File: src/slc_pkg.sv
// constants, field layout and state type of the segment display controller
// assumes a 100 MHz register clock and AXI4-Lite word access
package slc_pkg;
    // register indices; byte address is four times the index
    localparam logic [29:0] IDX_PORT  = 30'h0000FFA0;
    localparam logic [29:0] IDX_MAIN  = 30'h0000FFA1;
    localparam logic [29:0] IDX_SEC   = 30'h0000FFA2;
    localparam logic [29:0] IDX_TRIM  = 30'h0000FFA3;
    localparam logic [29:0] IDX_REFC  = 30'h0000FFA4;
    localparam logic [29:0] IDX_STAT  = 30'h0000FFA5;
    localparam logic [29:0] IDX_RAM_LO = 30'h0000F370;
    localparam logic [29:0] IDX_RAM_HI = 30'h0000F37F;
    // port control fields
    localparam int PC_DUTY_HI = 7;
    localparam int PC_DUTY_LO = 6;
    localparam int PC_CMX     = 5;
    localparam int PC_SGS_MSB = 3;
    // main control fields
    localparam int MC_PSW     = 6;
    localparam int MC_ACT     = 5;
    localparam int MC_DISPLAY_DATA_SELECT    = 4;
    localparam int MC_CKS_MSB = 3;
    // secondary control, reference and trim fields
    localparam int SC_WAVE_B   = 7;
    localparam int SC_CONSTV   = 5;
    localparam int SC_SPLIT    = 4;
    localparam int SC_STEP_MSB = 1;
    localparam int RF_BG_ON    = 7;
    localparam int TRIM_MSB    = 3;
    // status fields
    localparam int ST_STARTED = 0;
    localparam int ST_COM_LSB = 1;
    localparam int ST_SUPPLY  = 3;
    localparam logic [7:0] RST_REG = 8'h00;
    localparam logic [1:0] RESP_OKAY   = 2'h0;
    localparam logic [1:0] RESP_SLVERR = 2'h2;
    localparam logic [1:0] DUTY_STATIC  = 2'h0;
    localparam logic [1:0] DUTY_QUARTER = 2'h3;
    localparam int SEGS_PER_SGS = 4;
    localparam int NUM_SEG      = 32;
    localparam int NUM_COM      = 4;
    localparam int RAM_BYTES    = 16;
    localparam int NIBBLE       = 4;
    // base time that one common stays active, scaled by frame select
    localparam int STEP_TIME_NS  = 1000000;
    localparam int CLK_PERIOD_NS = 10;
    typedef enum logic [1:0] {SCAN_IDLE = 2'h1, SCAN_RUN = 2'h2} slc_scan_e;
    typedef struct packed {
        logic [7:0]       port;
        logic [7:0]       main;
        logic [7:0]       sec;
        logic [7:0]       trim;
        logic [7:0]       refc;
        logic [15:0][7:0] ram;
        logic             started;
        slc_scan_e        scan;
        logic [1:0]       com;
        logic [23:0]      pre;
        logic [3:0]       div;
        logic             aw_got;
        logic             w_got;
        logic [29:0]      aw_idx;
        logic [7:0]       w_data;
        logic             w_en;
        logic             bvalid;
        logic [1:0]       bresp;
        logic             rvalid;
        logic [1:0]       rresp;
        logic [31:0]      rdata;
        logic [31:0]      seg;
        logic [31:0]      seg_en;
        logic [3:0]       com_out;
        logic [3:0]       com_en;
        logic             supply;
    } slc_state_s;
endpackage : slc_pkg

File: src/slc_lcd_ctrl.sv
// segment display controller: registers, display memory and common scan
// assumes an AXI4-Lite master on REF_CLK and a passive panel on the pins
//
// Chosen here: the AXI4-Lite slave port.
`timescale 1ns/1ps
`default_nettype none
module slc_lcd_ctrl #(
    parameter int unsigned STEP_CYC = slc_pkg::STEP_TIME_NS / slc_pkg::CLK_PERIOD_NS
) (
    input  wire logic        REF_CLK,
    input  wire logic        RESET,
    input  wire logic [31:0] AWADDR,
    input  wire logic        AWVALID,
    output logic             AWREADY,
    input  wire logic [31:0] WDATA,
    input  wire logic [3:0]  WSTRB,
    input  wire logic        WVALID,
    output logic             WREADY,
    output logic [1:0]       BRESP,
    output logic             BVALID,
    input  wire logic        BREADY,
    input  wire logic [31:0] ARADDR,
    input  wire logic        ARVALID,
    output logic             ARREADY,
    output logic [31:0]      RDATA,
    output logic [1:0]       RRESP,
    output logic             RVALID,
    input  wire logic        RREADY,
    output logic [31:0]      SEG_DATA,
    output logic [31:0]      SEG_OE,
    output logic [3:0]       COM_DATA,
    output logic [3:0]       COM_OE,
    output logic             DRIVE_SUPPLY_ON,
    output logic             WAVE_B_SEL,
    output logic [1:0]       STEPUP_CLK_SEL,
    output logic             SPLIT_RES_ON,
    output logic             CONST_V_ON,
    output logic             BANDGAP_ON,
    output logic [3:0]       DRIVE_TRIM
);
    slc_pkg::slc_state_s q;
    slc_pkg::slc_state_s d;
    logic                act;
    logic [1:0]          duty;
    logic                do_wr;

    // address classification
    function automatic logic is_ram(input logic [29:0] idx);
        is_ram = (idx >= slc_pkg::IDX_RAM_LO) && (idx <= slc_pkg::IDX_RAM_HI);
    endfunction : is_ram

    function automatic logic is_mapped(input logic [29:0] idx);
        is_mapped = is_ram(idx) || (idx >= slc_pkg::IDX_PORT && idx <= slc_pkg::IDX_STAT);
    endfunction : is_mapped

    // byte read back for one register index
    function automatic logic [7:0] rd_byte(input slc_pkg::slc_state_s s,
                                           input logic [29:0] idx);
        logic [7:0] st;
        st = 8'h00;
        st[slc_pkg::ST_STARTED] = s.started;
        st[slc_pkg::ST_COM_LSB +: 2] = s.com;
        st[slc_pkg::ST_SUPPLY] = s.supply;
        if (is_ram(idx))
            rd_byte = s.ram[idx[3:0]];
        else if (idx == slc_pkg::IDX_PORT)
            rd_byte = s.port;
        else if (idx == slc_pkg::IDX_MAIN)
            rd_byte = s.main;
        else if (idx == slc_pkg::IDX_SEC)
            rd_byte = s.sec;
        else if (idx == slc_pkg::IDX_TRIM)
            rd_byte = s.trim;
        else if (idx == slc_pkg::IDX_REFC)
            rd_byte = s.refc;
        else if (idx == slc_pkg::IDX_STAT)
            rd_byte = st;
        else
            rd_byte = 8'h00;
    endfunction : rd_byte

    // handshake outputs straight from state
    assign AWREADY = !q.aw_got && !q.bvalid;
    assign WREADY  = !q.w_got && !q.bvalid;
    assign ARREADY = !q.rvalid;
    assign act     = q.main[slc_pkg::MC_ACT];
    assign duty    = q.port[slc_pkg::PC_DUTY_HI:slc_pkg::PC_DUTY_LO];

    // next state: bus slave, registers, scan and pin drive
    always_comb
    begin
        d = q;
        do_wr = 1'b0;
        if (AWVALID && AWREADY)
        begin
            d.aw_got = 1'b1;
            d.aw_idx = AWADDR[31:2];
        end
        if (WVALID && WREADY)
        begin
            d.w_got  = 1'b1;
            d.w_data = WDATA[7:0];
            d.w_en   = WSTRB[0];
        end
        if (q.bvalid && BREADY)
            d.bvalid = 1'b0;
        // stop drops the started flag; a memory write below sets it only while running
        if (!act)
            d.started = 1'b0;
        if (d.aw_got && d.w_got && !q.bvalid)
        begin
            do_wr    = 1'b1;
            d.aw_got = 1'b0;
            d.w_got  = 1'b0;
            d.bvalid = 1'b1;
            d.bresp  = is_mapped(d.aw_idx) ? slc_pkg::RESP_OKAY : slc_pkg::RESP_SLVERR;
            if (d.w_en)
            begin
                if (is_ram(d.aw_idx))
                begin
                    d.ram[d.aw_idx[3:0]] = d.w_data;
                    if (act)
                        d.started = 1'b1;
                end
                else if (d.aw_idx == slc_pkg::IDX_PORT)
                    d.port = d.w_data;
                else if (d.aw_idx == slc_pkg::IDX_MAIN)
                    d.main = d.w_data;
                else if (d.aw_idx == slc_pkg::IDX_SEC)
                    d.sec = d.w_data;
                else if (d.aw_idx == slc_pkg::IDX_TRIM)
                    d.trim = d.w_data;
                else if (d.aw_idx == slc_pkg::IDX_REFC)
                    d.refc = d.w_data;
            end
        end
        if (q.rvalid && RREADY)
            d.rvalid = 1'b0;
        if (ARVALID && ARREADY)
        begin
            d.rvalid = 1'b1;
            d.rdata  = {24'h000000, rd_byte(q, ARADDR[31:2])};
            d.rresp  = is_mapped(ARADDR[31:2]) ? slc_pkg::RESP_OKAY : slc_pkg::RESP_SLVERR;
        end
        // common scan: prescaler, frame divider, common index
        case (q.scan)
            slc_pkg::SCAN_IDLE:
            begin
                d.pre = 24'h000000;
                d.div = 4'h0;
                d.com = 2'h0;
                if (act)
                    d.scan = slc_pkg::SCAN_RUN;
            end
            slc_pkg::SCAN_RUN:
            begin
                if (!act)
                    d.scan = slc_pkg::SCAN_IDLE;
                else if (q.pre == 24'(STEP_CYC - 1))
                begin
                    d.pre = 24'h000000;
                    if (q.div == q.main[slc_pkg::MC_CKS_MSB:0])
                    begin
                        d.div = 4'h0;
                        d.com = (q.com >= duty) ? 2'h0 : q.com + 2'h1;
                    end
                    else
                        d.div = q.div + 4'h1;
                end
                else
                    d.pre = q.pre + 24'h000001;
            end
            default:
                d.scan = slc_pkg::SCAN_IDLE;
        endcase
        // segment pins: enable from select field, level from memory bit
        for (int s = 0; s < slc_pkg::NUM_SEG; s++)
        begin
            d.seg_en[s] = s < int'(q.port[slc_pkg::PC_SGS_MSB:0]) * slc_pkg::SEGS_PER_SGS;
            d.seg[s] = d.seg_en[s] && act && q.started && q.main[slc_pkg::MC_DISPLAY_DATA_SELECT]
                && q.ram[s / 2][(s % 2) * slc_pkg::NIBBLE + int'(q.com)];
        end
        // common pins: own phase, or a copy of a used common when parallel
        for (int p = 0; p < slc_pkg::NUM_COM; p++)
        begin
            d.com_out[p] = act && (int'(q.com) == p % (int'(duty) + 1));
            d.com_en[p] = act && ((p <= int'(duty)) || (duty != slc_pkg::DUTY_QUARTER
                && q.port[slc_pkg::PC_CMX]));
        end
        d.supply = act && q.main[slc_pkg::MC_PSW];
    end

    // single state register
    always_ff @(posedge REF_CLK or posedge RESET)
    begin
        if (RESET)
        begin
            q        <= '0;
            q.port   <= slc_pkg::RST_REG;
            q.main   <= slc_pkg::RST_REG;
            q.sec    <= slc_pkg::RST_REG;
            q.trim   <= slc_pkg::RST_REG;
            q.refc   <= slc_pkg::RST_REG;
            q.scan   <= slc_pkg::SCAN_IDLE;
        end
        else
            q <= d;
    end

    // outputs
    assign BVALID          = q.bvalid;
    assign BRESP           = q.bresp;
    assign RVALID          = q.rvalid;
    assign RDATA           = q.rdata;
    assign RRESP           = q.rresp;
    assign SEG_DATA        = q.seg;
    assign SEG_OE          = q.seg_en;
    assign COM_DATA        = q.com_out;
    assign COM_OE          = q.com_en;
    assign DRIVE_SUPPLY_ON = q.supply;
    assign WAVE_B_SEL      = q.sec[slc_pkg::SC_WAVE_B];
    assign STEPUP_CLK_SEL  = q.sec[slc_pkg::SC_STEP_MSB:0];
    assign SPLIT_RES_ON    = q.sec[slc_pkg::SC_SPLIT];
    assign CONST_V_ON      = q.sec[slc_pkg::SC_CONSTV];
    assign BANDGAP_ON      = q.refc[slc_pkg::RF_BG_ON];
    assign DRIVE_TRIM      = q.trim[slc_pkg::TRIM_MSB:0];
endmodule : slc_lcd_ctrl
`default_nettype wire

File: config.mk
export PLATFORM = sky130hd
export DESIGN_NAME = slc_lcd_ctrl
export DESIGN_NICKNAME = d
export VERILOG_FILES = /design/src/slc_pkg.sv /design/src/slc_lcd_ctrl.sv
export SDC_FILE = /design/constraint.sdc
export NUM_CORES = 1
export LEC_CHECK = 0
export CORE_MARGIN = 5
export CORE_UTILIZATION = 56
export CTS_BUF_LIST = sky130_fd_sc_hd__clkbuf_8
export DETAILED_ROUTE_END_ITERATION = 8
export DONT_BUFFER_PORTS = 1
export GPL_ROUTABILITY_DRIVEN = 0
export GPL_TIMING_DRIVEN = 0
export HOLD_SLACK_MARGIN = 0.05
export PLACE_DENSITY = 0.74
export SLEW_MARGIN = 20
export SYNTH_ARGS = -nofsm -noshare
export SYNTH_HDL_FRONTEND = slang
export SYNTH_SLANG_ARGS = --single-unit
File: constraint.sdc
create_clock -name REF_CLK -period 10.4 [get_ports REF_CLK]
set_input_delay 1.56 -clock REF_CLK [delete_from_list [all_inputs] [get_ports REF_CLK]]
set_output_delay 1.56 -clock REF_CLK [all_outputs]
set_load 0.005 [all_outputs]
==> qor.csv <==
stage,metric,value,unit
floorplan,die_w,178,um
floorplan,fp.dieH,178,um
final_layout,synthToLayoutAreaGrowth,11.4,%
timing,timing.fmax,0.219,GHz
worst_hold_path,hp-class,flip-flop to flip-flop,
clock_network,cts_max_path_buffers,3,
logic_synthesis,synth-edff-count,0,
timing,grt_setup_unrepaired,no,
critical_path,criticalPathCategory,input pin to flip-flop,
run_status,outcome,finished clean,
global_routing,use_met2,40.6,%
logic_synthesis,yosysTopAreaCellShare,47.9,%
global_routing,grt_pass1_vias,10500,
clock_network,cts_tree,yes,
timing,hold_violations,0,
global_routing,grt.busiest_layer,met2,
floorplan,rows,61,
run,cap_violations,0,
global_routing,grt_start_max_net_pins,97,
place,dp_hpwl,28300,um
clock_network,cts.clk_slew.worst_paths,0.06,ns
global_routing,grtUsageMet1,33.2,%
timing,period_share,43.9,%
critical_path,crit_path_max_fanout,10,
place,dp.cells,1622,
timing,clock_skew,0.0206,ns
logic_synthesis,synth_top_cell_by_area,dfrtp_1,
clock_network,cts_buffers,51,
clock_network,htree_levels,2,
clock_network,cts_hold_buf,0,
timing,maxSlewHeadroom,22.5,%
logic_synthesis,syn_area,0.0158,mm2
drt,drt_iter0_markers,859,
global_routing,antenna_found_initial,0,
critical_path,cp.required,10.86,ns
final_layout,instances_no_fill,1721,
clock_network,clock_latency,0.58,ns
pwr,power.total,2.97,mW
drt,firstDrtPassIters,5,
logic_synthesis,yosys-top-cells-count,"dfrtp_1 (302), mux2_2 (199), buf_4 (114)",
timing,period_minus_slack,4.56,ns
drt,wirelength,38800,um
pwr,powerDensity,169,mW/mm2
pwr,ir_worst_vdd,0.132,mV
logic_synthesis,synthCells,1216,
timing,worst_pin_slew,1.15,ns
global_routing,overflow,0,
floorplan,coreArea,0.0278,mm2
drt,antenna_left,0,
timing,drv_slew,0,
drt,route.detailed.drc,0,
logic_synthesis,synthFlopType,dfrtp_1,
critical_path,cp-start-kind,input pin,
global_routing,grt_usage,24.7,%
logic_synthesis,ys_async_sr_fraction,100,%
global_routing,grt_pass1_wl,60000,um
final_layout,nets,1418,
logic_synthesis,avgSynthCellArea,13.0,um2
critical_path,cp-end-kind,flip-flop,
critical_path,cp_data_arrival_time,5.02,ns
floorplan,io_pins,231,
drt,viasPerCell,5.95,
drt,wl_per_cell,22.5,um
pwr,p_leak,8.39,nW
timing,setup_slack,5.84,ns
clock_network,clockRootBuffer,clkbuf_8,
place,portBuffers,0,
timing,setup_viol,0,
clock_network,cts_resized,0,
floorplan,initial_core_util,56.8,%
global_routing,use_met3,5.09,%
clock_network,post_cts_buffers,0,
floorplan,die-area,0.0316,mm2
logic_synthesis,yosys_register_bits,303,
logic_synthesis,ys_warn_count,0,
logic_synthesis,synthTopCellsByArea,"dfrtp_1 (48%), mux2_2 (14%), mux4_2 (11%)",
logic_synthesis,synthDistinctLibCells,74,
final_layout,drive_above_1_share,38.3,%
clock_network,clock_sinks,303,
logic_synthesis,post-synth-top-count-cell,dfrtp_1,
logic_synthesis,ys_seq_area_share,48.1,%
place,dp_slack,5.25,ns
drt,vias,10200,
-- report_power, final --
group / switching (mW) / leakage, nW / internal (mW)
clock: 0.478 / 0.634 / 0.652
sequential: 0.0308 / 4.13 / 1.27
combinational: 0.387 / 3.63 / 0.157
total: 0.896 / 8.39 / 2.08
-- critical path: stages --
cell,delay (ns)
nor3b_4,0.27
buf_6,0.20
buf_6,0.18
buf_6,0.18
mux2i_1,0.46
inv_1,0.22
nor3_1,0.42
nand3_1,0.19
nor4_2,0.89
mux2_2,0.43
-- path summary, 6_finish.rpt --
check | from | endpoint | slack [ns] | depth (start not counted)
setup reg to reg | duty[0] | COM_DATA[0] | 6.01 | 12
hold reg to reg | BRESP[1] | BRESP[1] | 0.49 | 2
min in group asynchronous | RESET | q[183] | 0.84 | 1
hold / removal | BRESP[1] | BRESP[1] | 0.49 | 2
setup / recovery | AWVALID | q[325] | 5.84 | 10
max in group asynchronous | RESET | SEG_DATA[4] | 8.42 | 3
-- placed cells by master (no fill, tap or decap), types with 15 or more instances in the layout --
master    instances
nor2_1           45
nor2b_1          15
and3_1           35
clkbuf_1         45
mux2i_1          21
a21oi_1          16
xor2_1           19
nand3_1          20
inv_1            42
mux4_2           74
mux2_2          199
o21ai_0          27
dfrtp_1         302
conb_1           26
buf_4           114
nand2_1          47
clkbuf_8         67
-- logic make-up after synthesis --
group	Yosys count	share of synthesized area, %
buffers and inverters	206	7.86
and+or+nand+nor	262	10.5
xor gates and xnor gates	31	1.72
muxes	299	26.5
adders and majority gates	13	1.03
other	1	0.0238
AOI/OAI and AO/OA	101	4.36
DFF	303	48.1
-- registers in the layout, indices dropped and copies added, names as in the netlist --
| signal | cells |
|---|---|
| CONST_V_ON | 1 |
| DRIVE_TRIM | 4 |
| RVALID | 1 |
| BRESP | 1 |
| SEG_DATA | 32 |
| DRIVE_SUPPLY_ON | 1 |
| SPLIT_RES_ON | 1 |
| STEPUP_CLK_SEL | 2 |
| BVALID | 1 |
| COM_DATA | 4 |
| BANDGAP_ON | 1 |
| RDATA | 8 |
| duty | 2 |
| SEG_OE | 8 |
| WAVE_B_SEL | 1 |
| q | 229 |
| COM_OE | 4 |
| act | 1 |
| RRESP | 1 |
-- area by class of cell --
type	instances	area (um2)
plain buffers	177	1130
inverters	29	116
flip-flops and latches	303	7580
multi-input cells	732	7040
clock buffers	67	922
well taps	378	473
diodes	4	10.0
fillers	2133	10200
clock inverters	27	199
repair buffers	4	93.8
-- stage by stage --
step           hold slack (ns)  instance area [um2]  setup TNS, ns  util [%]
2_1_floorplan            0.395                15900              0         -
3_3_place_gp             0.469                16300        -773.34      58.8
3_5_place_dp             0.472                16400              0      59.1
4_1_cts                  0.485                17600              0      63.2
5_1_grt                  0.500                17600              0      63.2
6_report                 0.488                17600              0      63.2
-- metal layers --
layer,share of wire [%],wire length (um),vias up
met5,0,0,-
met4,2.7,1060,0
met3,7.1,2770,96
met2,50,19300,437
met1,40,15600,5227
li1,-,-,4475
Power figures use the tool's default switching activity.
